## src/common/line_mon_pkg.sv

```systemverilog
// constants, field layouts and carriers of the receive line overhead monitor
// assumes one receive byte clock shared with the upstream section processor
//
// Function
// RULE_01: remote defect state bit readable
// RULE_02: alarm indication state bit readable
// RULE_03: report mode: once per frame or per bit
// RULE_04: report mode leaves counter accumulation alone
// RULE_05: remote defect after 3 or 5 frames
// RULE_06: alarm indication after 3 or 5 frames
// RULE_07: force ones while alarm declared, enabled
// RULE_08: force disabled: input data passes through
// RULE_09: counting mode: once per frame or per bit
// RULE_10: remote defect change flag, clear on read
// RULE_11: alarm indication change flag, clear on read
// RULE_12: b2 error flag, clear on read
// RULE_13: far end error flag, clear on read
// RULE_14: remote defect change interrupt when enabled
// RULE_15: alarm indication change interrupt when enabled
// RULE_16: b2 error interrupt when enabled
// RULE_17: far end error interrupt when enabled
// RULE_18: 20-bit b2 count in three bytes
// RULE_19: count register write latches and restarts counts
// RULE_20: master register write latches all counts
// RULE_21: 20-bit far end error count, same poll
// RULE_22: interrupt while enabled flag set
package line_mon_pkg;

  // ----------------------------------------------------------------------
  // register map: indices, byte address is four times the index
  // ----------------------------------------------------------------------
  localparam int          ADDR_W          = 8;
  localparam int          IDX_W           = 6;
  localparam logic [IDX_W-1:0] IDX_MASTER    = 6'h00;
  localparam logic [IDX_W-1:0] IDX_CTRL      = 6'h18;
  localparam logic [IDX_W-1:0] IDX_IRQ       = 6'h19;
  localparam logic [IDX_W-1:0] IDX_B2_LO     = 6'h1a;
  localparam logic [IDX_W-1:0] IDX_B2_MID    = 6'h1b;
  localparam logic [IDX_W-1:0] IDX_B2_HI     = 6'h1c;
  localparam logic [IDX_W-1:0] IDX_FE_LO     = 6'h1d;
  localparam logic [IDX_W-1:0] IDX_FE_MID    = 6'h1e;
  localparam logic [IDX_W-1:0] IDX_FE_HI     = 6'h1f;

  // ----------------------------------------------------------------------
  // field positions and codes
  // ----------------------------------------------------------------------
  localparam int          FLAG_RDI        = 0;
  localparam int          FLAG_AIS        = 1;
  localparam int          FLAG_B2         = 2;
  localparam int          FLAG_FE         = 3;
  localparam int          NFLAGS          = 4;
  localparam logic [2:0]  K2_RDI_CODE     = 3'h6;
  localparam logic [2:0]  K2_AIS_CODE     = 3'h7;
  localparam logic [2:0]  RUN_FAST        = 3'h3;
  localparam logic [2:0]  RUN_SLOW        = 3'h5;
  localparam logic [3:0]  FEBE_MAX        = 4'h8;
  localparam logic [7:0]  ALL_ONES        = 8'hff;
  localparam logic [1:0]  RESP_OKAY       = 2'h0;
  localparam logic [1:0]  RESP_SLVERR     = 2'h2;

  // ----------------------------------------------------------------------
  // timing: poll transfer must land inside this time
  // ----------------------------------------------------------------------
  localparam int          CLK_PERIOD_NS   = 20;
  localparam int          POLL_MAX_NS     = 7000;
  localparam int          POLL_MAX_CYC    = POLL_MAX_NS / CLK_PERIOD_NS;

  // ----------------------------------------------------------------------
  // carriers
  // ----------------------------------------------------------------------
  typedef struct packed {
    logic       b2_counting_mode;
    logic       force_ones_on_alarm;
    logic       alarm_indication_detect_select;
    logic       remote_defect_detect_select;
    logic       outgoing_error_report_mode;
  } ctrl_t;

  typedef struct packed {
    logic       sof;
    logic       k2_strobe;
    logic       b2_strobe;
    logic       z2_strobe;
    logic [7:0] b2_mismatch;
    logic [7:0] data;
  } line_in_t;

  typedef struct packed {
    logic       sof;
    logic [7:0] data;
  } line_out_t;

  typedef struct packed {
    logic       valid;
    logic [3:0] count;
  } febe_report_t;

endpackage

```

## src/verilog/line_overhead_monitor.sv

```systemverilog
// receive line overhead monitor: k2 alarms, all-ones forcing, b2 and
// far end error counters, interrupt flags, axi4-lite register slave
// assumes upstream marks k2, b2 and z2 bytes and gives b2 mismatch bits
`timescale 1ns/100ps
module line_overhead_monitor #(
  parameter int CNT_W = 20
) (
  input  wire logic                         i_mclk,
  input  wire logic                         i_reset,
  input  wire line_mon_pkg::line_in_t       i_line,
  output line_mon_pkg::line_out_t           o_line,
  output line_mon_pkg::febe_report_t        o_febe_rep,
  output logic                              o_irq,
  input  wire logic [line_mon_pkg::ADDR_W-1:0] i_awaddr,
  input  wire logic                         i_awvalid,
  output logic                              o_awready,
  input  wire logic [31:0]                  i_wdata,
  input  wire logic [3:0]                   i_wstrb,
  input  wire logic                         i_wvalid,
  output logic                              o_wready,
  output logic [1:0]                        o_bresp,
  output logic                              o_bvalid,
  input  wire logic                         i_bready,
  input  wire logic [line_mon_pkg::ADDR_W-1:0] i_araddr,
  input  wire logic                         i_arvalid,
  output logic                              o_arready,
  output logic [31:0]                       o_rdata,
  output logic [1:0]                        o_rresp,
  output logic                              o_rvalid,
  input  wire logic                         i_rready
);
  import line_mon_pkg::*;

  // ----------------------------------------------------------------------
  // functions
  // ----------------------------------------------------------------------
  function automatic logic [3:0] popcount(input logic [7:0] v);
    logic [3:0] n;
    n = 4'h0;
    for (int i = 0; i < 8; i++) begin
      n = n + {3'h0, v[i]};
    end
    return n;
  endfunction

  function automatic logic [CNT_W-1:0] sat_add(input logic [CNT_W-1:0] a,
                                               input logic [3:0]       b);
    logic [CNT_W:0] s;
    s = {1'b0, a} + {{(CNT_W-3){1'b0}}, b};
    return s[CNT_W] ? {CNT_W{1'b1}} : s[CNT_W-1:0];
  endfunction

  function automatic logic [2:0] run_step(input logic [2:0] run, input logic hit);
    if (!hit) begin
      return 3'h0;
    end
    return (run == RUN_SLOW) ? run : run + 3'h1;
  endfunction

  // ----------------------------------------------------------------------
  // state
  // ----------------------------------------------------------------------
  ctrl_t              ctrl_r;
  logic [NFLAGS-1:0]  irq_en_r;
  logic [NFLAGS-1:0]  flags_r;
  logic [NFLAGS-1:0]  flags_nxt;
  logic               rdi_state_r;
  logic               ais_state_r;
  logic [2:0]         rdi_run_r;
  logic [2:0]         ais_run_r;
  logic               b2_seen_r;
  logic [CNT_W-1:0]   b2_acc_r;
  logic [CNT_W-1:0]   fe_acc_r;
  logic [CNT_W-1:0]   b2_hold_r;
  logic [CNT_W-1:0]   fe_hold_r;
  logic               aw_held_r;
  logic               w_held_r;
  logic               aw_rdy_r;
  logic               w_rdy_r;
  logic [IDX_W-1:0]   wr_idx_r;
  logic [7:0]         wr_byte_r;
  logic               wr_lane_r;
  logic               bvalid_r;
  logic [1:0]         bresp_r;
  logic               ar_rdy_r;
  logic               rvalid_r;
  logic [1:0]         rresp_r;
  logic [7:0]         rdata_r;
  line_out_t          line_r;
  febe_report_t       rep_r;
  logic               irq_r;

  // ----------------------------------------------------------------------
  // k2 alarm detection
  // ----------------------------------------------------------------------
  wire logic [2:0] k2_code   = i_line.data[2:0];
  wire logic       k2_rdi    = i_line.k2_strobe && (k2_code == K2_RDI_CODE);
  wire logic       k2_ais    = i_line.k2_strobe && (k2_code == K2_AIS_CODE);
  wire logic [2:0] rdi_thr   = ctrl_r.remote_defect_detect_select ? RUN_FAST : RUN_SLOW;
  wire logic [2:0] ais_thr   = ctrl_r.alarm_indication_detect_select ? RUN_FAST : RUN_SLOW;
  wire logic [2:0] rdi_run_nxt = i_line.k2_strobe ? run_step(rdi_run_r, k2_rdi) : rdi_run_r;
  wire logic [2:0] ais_run_nxt = i_line.k2_strobe ? run_step(ais_run_r, k2_ais) : ais_run_r;
  // a single frame without the code removes the alarm
  wire logic rdi_nxt = i_line.k2_strobe ? (rdi_run_nxt >= rdi_thr) : rdi_state_r; // RULE_05
  wire logic ais_nxt = i_line.k2_strobe ? (ais_run_nxt >= ais_thr) : ais_state_r; // RULE_06

  // ----------------------------------------------------------------------
  // b2 and far end error events
  // ----------------------------------------------------------------------
  wire logic [3:0] b2_bits   = i_line.b2_strobe ? popcount(i_line.b2_mismatch) : 4'h0;
  wire logic       b2_hit    = (b2_bits != 4'h0);
  wire logic       b2_first  = b2_hit && (i_line.sof || !b2_seen_r);
  wire logic       b2_seen_nxt = i_line.sof ? b2_hit : (b2_seen_r || b2_hit);
  wire logic [3:0] b2_inc    = ctrl_r.b2_counting_mode ? {3'h0, b2_first} : b2_bits; // RULE_09
  // out-of-range z2 codes carry no error count
  wire logic [3:0] fe_code   = i_line.data[3:0];
  wire logic [3:0] fe_inc    = (i_line.z2_strobe && fe_code <= FEBE_MAX) ? fe_code : 4'h0;
  wire logic       fe_hit    = (fe_inc != 4'h0);

  // ----------------------------------------------------------------------
  // axi4-lite decode
  // ----------------------------------------------------------------------
  wire logic [IDX_W-1:0] ar_idx = i_araddr[ADDR_W-1:2];
  wire logic aw_take  = i_awvalid && aw_rdy_r;
  wire logic w_take   = i_wvalid && w_rdy_r;
  wire logic do_wr    = aw_held_r && w_held_r && !bvalid_r;
  wire logic ar_take  = i_arvalid && ar_rdy_r;
  wire logic wr_ctrl  = do_wr && wr_lane_r && (wr_idx_r == IDX_CTRL);
  wire logic wr_irq   = do_wr && wr_lane_r && (wr_idx_r == IDX_IRQ);
  wire logic wr_cnt   = do_wr && (wr_idx_r >= IDX_B2_LO) && (wr_idx_r <= IDX_FE_HI);
  wire logic poll     = wr_cnt || (do_wr && (wr_idx_r == IDX_MASTER)); // RULE_19 RULE_20
  wire logic wr_known = (wr_idx_r == IDX_MASTER) || ((wr_idx_r >= IDX_CTRL)
                        && (wr_idx_r <= IDX_FE_HI));
  wire logic rd_known = (ar_idx == IDX_MASTER) || ((ar_idx >= IDX_CTRL)
                        && (ar_idx <= IDX_FE_HI));
  wire logic rd_clr   = ar_take && (ar_idx == IDX_IRQ);
  wire logic [CNT_W+3:0] b2_wide = {4'h0, b2_hold_r};
  wire logic [CNT_W+3:0] fe_wide = {4'h0, fe_hold_r};

  logic [7:0] rd_byte;
  always_comb begin
    if (ar_idx == IDX_CTRL) begin
      rd_byte = {ctrl_r, 1'b0, ais_state_r, rdi_state_r}; // RULE_01 RULE_02
    end else if (ar_idx == IDX_IRQ) begin
      rd_byte = {irq_en_r, flags_r};
    end else if (ar_idx == IDX_B2_LO) begin
      rd_byte = b2_wide[7:0]; // RULE_18
    end else if (ar_idx == IDX_B2_MID) begin
      rd_byte = b2_wide[15:8];
    end else if (ar_idx == IDX_B2_HI) begin
      rd_byte = b2_wide[23:16];
    end else if (ar_idx == IDX_FE_LO) begin
      rd_byte = fe_wide[7:0]; // RULE_21
    end else if (ar_idx == IDX_FE_MID) begin
      rd_byte = fe_wide[15:8];
    end else if (ar_idx == IDX_FE_HI) begin
      rd_byte = fe_wide[23:16];
    end else begin
      rd_byte = 8'h00;
    end
  end

  // ----------------------------------------------------------------------
  // interrupt flags: a set in the cycle of the clearing read wins
  // ----------------------------------------------------------------------
  logic [NFLAGS-1:0] flag_set;
  always_comb begin
    flag_set          = '0;
    flag_set[FLAG_RDI] = (rdi_nxt != rdi_state_r); // RULE_10
    flag_set[FLAG_AIS] = (ais_nxt != ais_state_r); // RULE_11
    flag_set[FLAG_B2]  = b2_hit;                   // RULE_12
    flag_set[FLAG_FE]  = fe_hit;                   // RULE_13
    flags_nxt = (rd_clr ? '0 : flags_r) | flag_set;
  end

  // enable gating per source, level output
  wire logic irq_nxt = |(flags_nxt & irq_en_r); // RULE_14 RULE_15 RULE_16 RULE_17 RULE_22

  // ----------------------------------------------------------------------
  // stream path and alarm state
  // ----------------------------------------------------------------------
  // forcing uses the same byte's alarm decision, so it is immediate
  wire logic force_now = ctrl_r.force_ones_on_alarm && ais_nxt; // RULE_07 RULE_08

  always_ff @(posedge i_mclk) begin
    if (i_reset) begin
      rdi_state_r <= 1'b0;
      ais_state_r <= 1'b0;
      rdi_run_r   <= 3'h0;
      ais_run_r   <= 3'h0;
      b2_seen_r   <= 1'b0;
      line_r      <= '0;
    end else begin
      rdi_state_r <= rdi_nxt;
      ais_state_r <= ais_nxt;
      rdi_run_r   <= rdi_run_nxt;
      ais_run_r   <= ais_run_nxt;
      b2_seen_r   <= b2_seen_nxt;
      line_r.sof  <= i_line.sof;
      line_r.data <= force_now ? ALL_ONES : i_line.data;
    end
  end

  // ----------------------------------------------------------------------
  // error reports toward the transmit line unit
  // ----------------------------------------------------------------------
  always_ff @(posedge i_mclk) begin
    if (i_reset) begin
      rep_r <= '0;
    end else if (ctrl_r.outgoing_error_report_mode) begin
      rep_r.valid <= b2_first; // RULE_03
      rep_r.count <= {3'h0, b2_first};
    end else begin
      rep_r.valid <= b2_hit; // RULE_03
      rep_r.count <= b2_bits;
    end
  end

  // ----------------------------------------------------------------------
  // counters: the poll cycle's own event starts the new period
  // ----------------------------------------------------------------------
  always_ff @(posedge i_mclk) begin
    if (i_reset) begin
      b2_acc_r  <= '0;
      fe_acc_r  <= '0;
      b2_hold_r <= '0;
      fe_hold_r <= '0;
    end else if (poll) begin
      b2_hold_r <= b2_acc_r; // RULE_19
      fe_hold_r <= fe_acc_r;
      b2_acc_r  <= sat_add('0, b2_inc); // RULE_04
      fe_acc_r  <= sat_add('0, fe_inc);
    end else begin
      b2_acc_r  <= sat_add(b2_acc_r, b2_inc); // RULE_04 RULE_09
      fe_acc_r  <= sat_add(fe_acc_r, fe_inc); // RULE_21
    end
  end

  // ----------------------------------------------------------------------
  // control and flag registers
  // ----------------------------------------------------------------------
  always_ff @(posedge i_mclk) begin
    if (i_reset) begin
      ctrl_r   <= '0;
      irq_en_r <= '0;
      flags_r  <= '0;
      irq_r    <= 1'b0;
    end else begin
      if (wr_ctrl) begin
        ctrl_r <= wr_byte_r[7:3];
      end
      if (wr_irq) begin
        irq_en_r <= wr_byte_r[7:4];
      end
      flags_r <= flags_nxt;
      irq_r   <= irq_nxt;
    end
  end

  // ----------------------------------------------------------------------
  // axi4-lite write channel: address and data taken in either order
  // ----------------------------------------------------------------------
  always_ff @(posedge i_mclk) begin
    if (i_reset) begin
      aw_held_r <= 1'b0;
      w_held_r  <= 1'b0;
      aw_rdy_r  <= 1'b0;
      w_rdy_r   <= 1'b0;
      wr_idx_r  <= '0;
      wr_byte_r <= 8'h00;
      wr_lane_r <= 1'b0;
      bvalid_r  <= 1'b0;
      bresp_r   <= RESP_OKAY;
    end else begin
      if (aw_take) begin
        wr_idx_r <= i_awaddr[ADDR_W-1:2];
      end
      if (w_take) begin
        wr_byte_r <= i_wdata[7:0];
        wr_lane_r <= i_wstrb[0];
      end
      aw_held_r <= do_wr ? 1'b0 : (aw_held_r || aw_take);
      w_held_r  <= do_wr ? 1'b0 : (w_held_r || w_take);
      aw_rdy_r  <= !(aw_held_r || aw_take) || do_wr;
      w_rdy_r   <= !(w_held_r || w_take) || do_wr;
      if (do_wr) begin
        bvalid_r <= 1'b1;
        bresp_r  <= wr_known ? RESP_OKAY : RESP_SLVERR;
      end else if (i_bready) begin
        bvalid_r <= 1'b0;
      end
    end
  end

  // ----------------------------------------------------------------------
  // axi4-lite read channel: one outstanding read, answer next cycle
  // ----------------------------------------------------------------------
  always_ff @(posedge i_mclk) begin
    if (i_reset) begin
      ar_rdy_r <= 1'b0;
      rvalid_r <= 1'b0;
      rresp_r  <= RESP_OKAY;
      rdata_r  <= 8'h00;
    end else if (ar_take) begin
      ar_rdy_r <= 1'b0;
      rvalid_r <= 1'b1;
      rresp_r  <= rd_known ? RESP_OKAY : RESP_SLVERR;
      rdata_r  <= rd_byte;
    end else if (rvalid_r && i_rready) begin
      ar_rdy_r <= 1'b1;
      rvalid_r <= 1'b0;
    end else begin
      ar_rdy_r <= !rvalid_r;
    end
  end

  assign o_line     = line_r;
  assign o_febe_rep = rep_r;
  assign o_irq      = irq_r;
  assign o_awready  = aw_rdy_r;
  assign o_wready   = w_rdy_r;
  assign o_bvalid   = bvalid_r;
  assign o_bresp    = bresp_r;
  assign o_arready  = ar_rdy_r;
  assign o_rvalid   = rvalid_r;
  assign o_rresp    = rresp_r;
  assign o_rdata    = {24'h000000, rdata_r};

endmodule // line_overhead_monitor
```

## config.mk

```make
export PLATFORM = sky130hd
export DESIGN_NAME = line_overhead_monitor
export DESIGN_NICKNAME = d
export VERILOG_FILES = /design/src/common/line_mon_pkg.sv /design/src/verilog/line_overhead_monitor.sv
export SDC_FILE = /design/constraint.sdc
export NUM_CORES = 1
export LEC_CHECK = 0
export BUFFER_PORTS_ARGS = -buffer_cell sky130_fd_sc_hd__buf_2
export CORE_ASPECT_RATIO = 1.4
export CORE_MARGIN = 2
export CORE_UTILIZATION = 29
export CTS_BUF_LIST = sky130_fd_sc_hd__clkbuf_2
export DETAILED_ROUTE_END_ITERATION = 10
export GPL_TIMING_DRIVEN = 0
export PLACE_DENSITY = 0.44
export SYNTH_ARGS = -nofsm -noshare
export SYNTH_HDL_FRONTEND = slang
export SYNTH_SLANG_ARGS = --single-unit
```

## constraint.sdc

```tcl
create_clock -name i_mclk -period 10.4 [get_ports i_mclk]
set_clock_uncertainty 0.15 [all_clocks]
set_input_delay 2.6 -clock i_mclk [delete_from_list [all_inputs] [get_ports i_mclk]]
set_output_delay 2.6 -clock i_mclk [all_outputs]
set_load 0.1 [all_outputs]
```

==> flow_summary.ini <==
[status]
outcome = complete, no violations

[clock_network]
clock_path_buffers = 2
hold_buffers = 0
root_buffer = clkbuf_2
clk_pin_slew_ns = 0.23
cts_htree_levels = 4
cts_setup_buffers = 0
cts_resized = 0
clock-sinks = 146
clock_latency_ns = 0.71
cts_tree = done
numCtsBuffers = 17

[route]
dr.pass1.iters = 4
antenna_left = 0
drc_errors = 0
drt_wl_total_um = 20000
drtIter0Drc = 234
viasPerCell = 4.65
wl_per_cell_um = 15.4
vias = 6021

[critical_path]
crit_path_end_kind = flip-flop
arrival_ns = 7.58
cp_common_cell = fa_1
path_class = in -> reg
cp_max_fo = 6
cp_data_required_time_ns = 10.89
worst_path_max_delay_cell = fa_1
path_delay_family = adder cells
cp-start-kind = input port
path_cells = buf_2 > inv_1 > fa_1 > fa_1 > fa_1 > inv_1 > ha_1 > inv_1 > fa_1 > nand2b_1 > o21ai_0 > a31oi_1 > nand3_1 > o21a_1 > inv_1 > ha_1 > fa_1 > a21o_1 > a21oi_1 > nor2b_1 > and3_2 > o21ai_0 > a21oi_1
cp_num_buf_inv = 5
critPathMaxStageDelay_ns = 0.54

[synthesis]
ys_ff_latch = 146
synthArstFlopShare = 0
syn_area_per_cell_um2 = 8.25
ys_types = 65
synth_edf_count = 0
synth_top_flop_cell = dfxtp_1
synth_cells = 855
synth.most_common_cell = dfxtp_1
syn_area_mm2 = 0.00705
yosysSeqAreaShare = 0.415
ys_top_cells_by_count = dfxtp_1 (146), nand2_1 (141), a21oi_1 (104), nor2_1 (84), inv_1 (36)
synth_top_area_frac = 0.415
yosys_warnings = 0
synth.area.top_cells = dfxtp_1 (41%), nand2_1 (7.5%), a21oi_1 (7.4%)
yosysTopAreaCell = dfxtp_1

[timing]
setup_viol = 0
fin_hold_ws_ns = 0.306
fin_crit_ns = 7.10
maxSlewViolCount = 0
final.setup.tns_ns = 0
rsz0062_at_grt = false
fin_crit_sh = 0.682
slew_headroom = 0.389
final.setup.worst_slack_ns = 3.30
worst_pin_slew_ns = 0.912
hold_violations = 0
fmax_mhz = 141

[worst_hold_path]
hold_path_class = reg -> reg

[final_layout]
syn2layout_area_growth_pct = 15.6
final_cells = 1296
fin_util = 0.341
drive_gt1_frac = 0.161
fillers = 2638
fin_nets = 1075

[grt]
first_global_vias = 5925
grt_first_pass_wirelength_um = 31500
grtUsageTotal = 0.160
grt_max_degree = 17
grt-ovfl-total = 0
antenna_found_initial = 1

[place]
dp_cells = 1262
dp_hpwl_um = 15600
port_buffers = 72
post-place-ws_ns = 2.53
gp_congestion = 0.775

[pwr]
ir_drop_v = 0.0000607
cellLeakagePower_nw = 3.33
power_density_mw_per_mm2 = 147

[floorplanning]
fp.dieW_um = 136
die_y_um = 188
initial_utilization = 0.295
num_io_pins = 135
core-area_mm2 = 0.0239
dieArea_mm2 = 0.0256
fp-row-count = 67

[run]
drv_cap = 0
## area by class of cell
| cell class | instances | area [um2] | share of cell area |
|---|---|---|---|
| diodes | 2 | 5.00 | 0.000614 |
| plain buffers | 69 | 390 | 0.0479 |
| multi-input cells | 629 | 3700 | 0.454 |
| repair buffers | 72 | 360 | 0.0442 |
| clock buffers | 17 | 85.1 | 0.0104 |
| flip-flops and latches | 146 | 2920 | 0.359 |
| clock inverters | 15 | 166 | 0.0204 |
| inverters | 36 | 135 | 0.0166 |
| well taps | 310 | 388 | 0.0476 |
## registers in the layout, indices dropped and copies added, names as in the netlist, 3 cells and up
signal      flops
ais_run_r       3
b2_hold_r      20
fe_acc_r       20
rdata_r         8
fe_hold_r      20
rdi_run_r       3
o_febe_rep      5
flags_r         4
wr_byte_r       5
wr_idx_r        6
ctrl_r          5
o_line          9
b2_acc_r       20
irq_en_r        4
## where the power goes
part	internal (W)	switching (W)
Clock	0.000132	0.000221
Combinational	0.0000679	0.000182
Sequential	0.000582	0.0000146
Total	0.000781	0.000418
## logic make-up after synthesis
| kind of cell | count (synthesis) | synth area share |
|---|---|---|
| and+or+nand+nor | 335 | 0.220 |
| AOI/OAI and AO/OA | 192 | 0.165 |
| DFF | 146 | 0.415 |
| buffers and inverters | 105 | 0.0745 |
| xor gates and xnor gates | 30 | 0.0373 |
| adders and majority gates | 25 | 0.0508 |
| muxes | 21 | 0.0371 |
| other | 1 | 0.000532 |
## cell usage in the layout (no fill, tap or decap), types with 20 or more instances in the layout
cell type    n
conb_1      26
o21ai_0     20
nor2b_1     22
a21oi_1    104
nor2_1      84
dfxtp_1    146
buf_2       79
inv_1       36
clkbuf_1    31
buf_4       27
nand2_1    141
## path summary, 6_finish.rpt
kind,startpoint,to,slack [ns],cells past startpoint
max,i_line[8],b2_acc_r[10]$_SDFF_PP0_,3.30,23
min reg2reg,b2_seen_r$_SDFF_PP0_,o_febe_rep[4]$_SDFF_PP0_,0.31,1
min,b2_seen_r$_SDFF_PP0_,o_febe_rep[4]$_SDFF_PP0_,0.31,1
max reg2reg,ais_run_r[0]$_SDFF_PP0_,o_line[3]$_SDFF_PP0_,7.22,12
## per-stage QoR
stage	power (W)	area [um2]
after global routing	0.00126	8150
after detailed placement	0.000860	7890
after floorplan	0.000808	7140
final	0.00120	8150
after CTS	0.00121	8140
after global placement	0.000860	7890
## routing by layer
layer	part of all wire	up-vias	GRT usage	wire, um
li1	-	3109	-	-
met2	0.54	94	0.307	10900
met3	0.029	22	0.0280	579
met1	0.41	2796	0.176	8170
met5	0	-	0	0
met4	0.018	0	0.0497	353
Power figures use the tool's default switching activity.
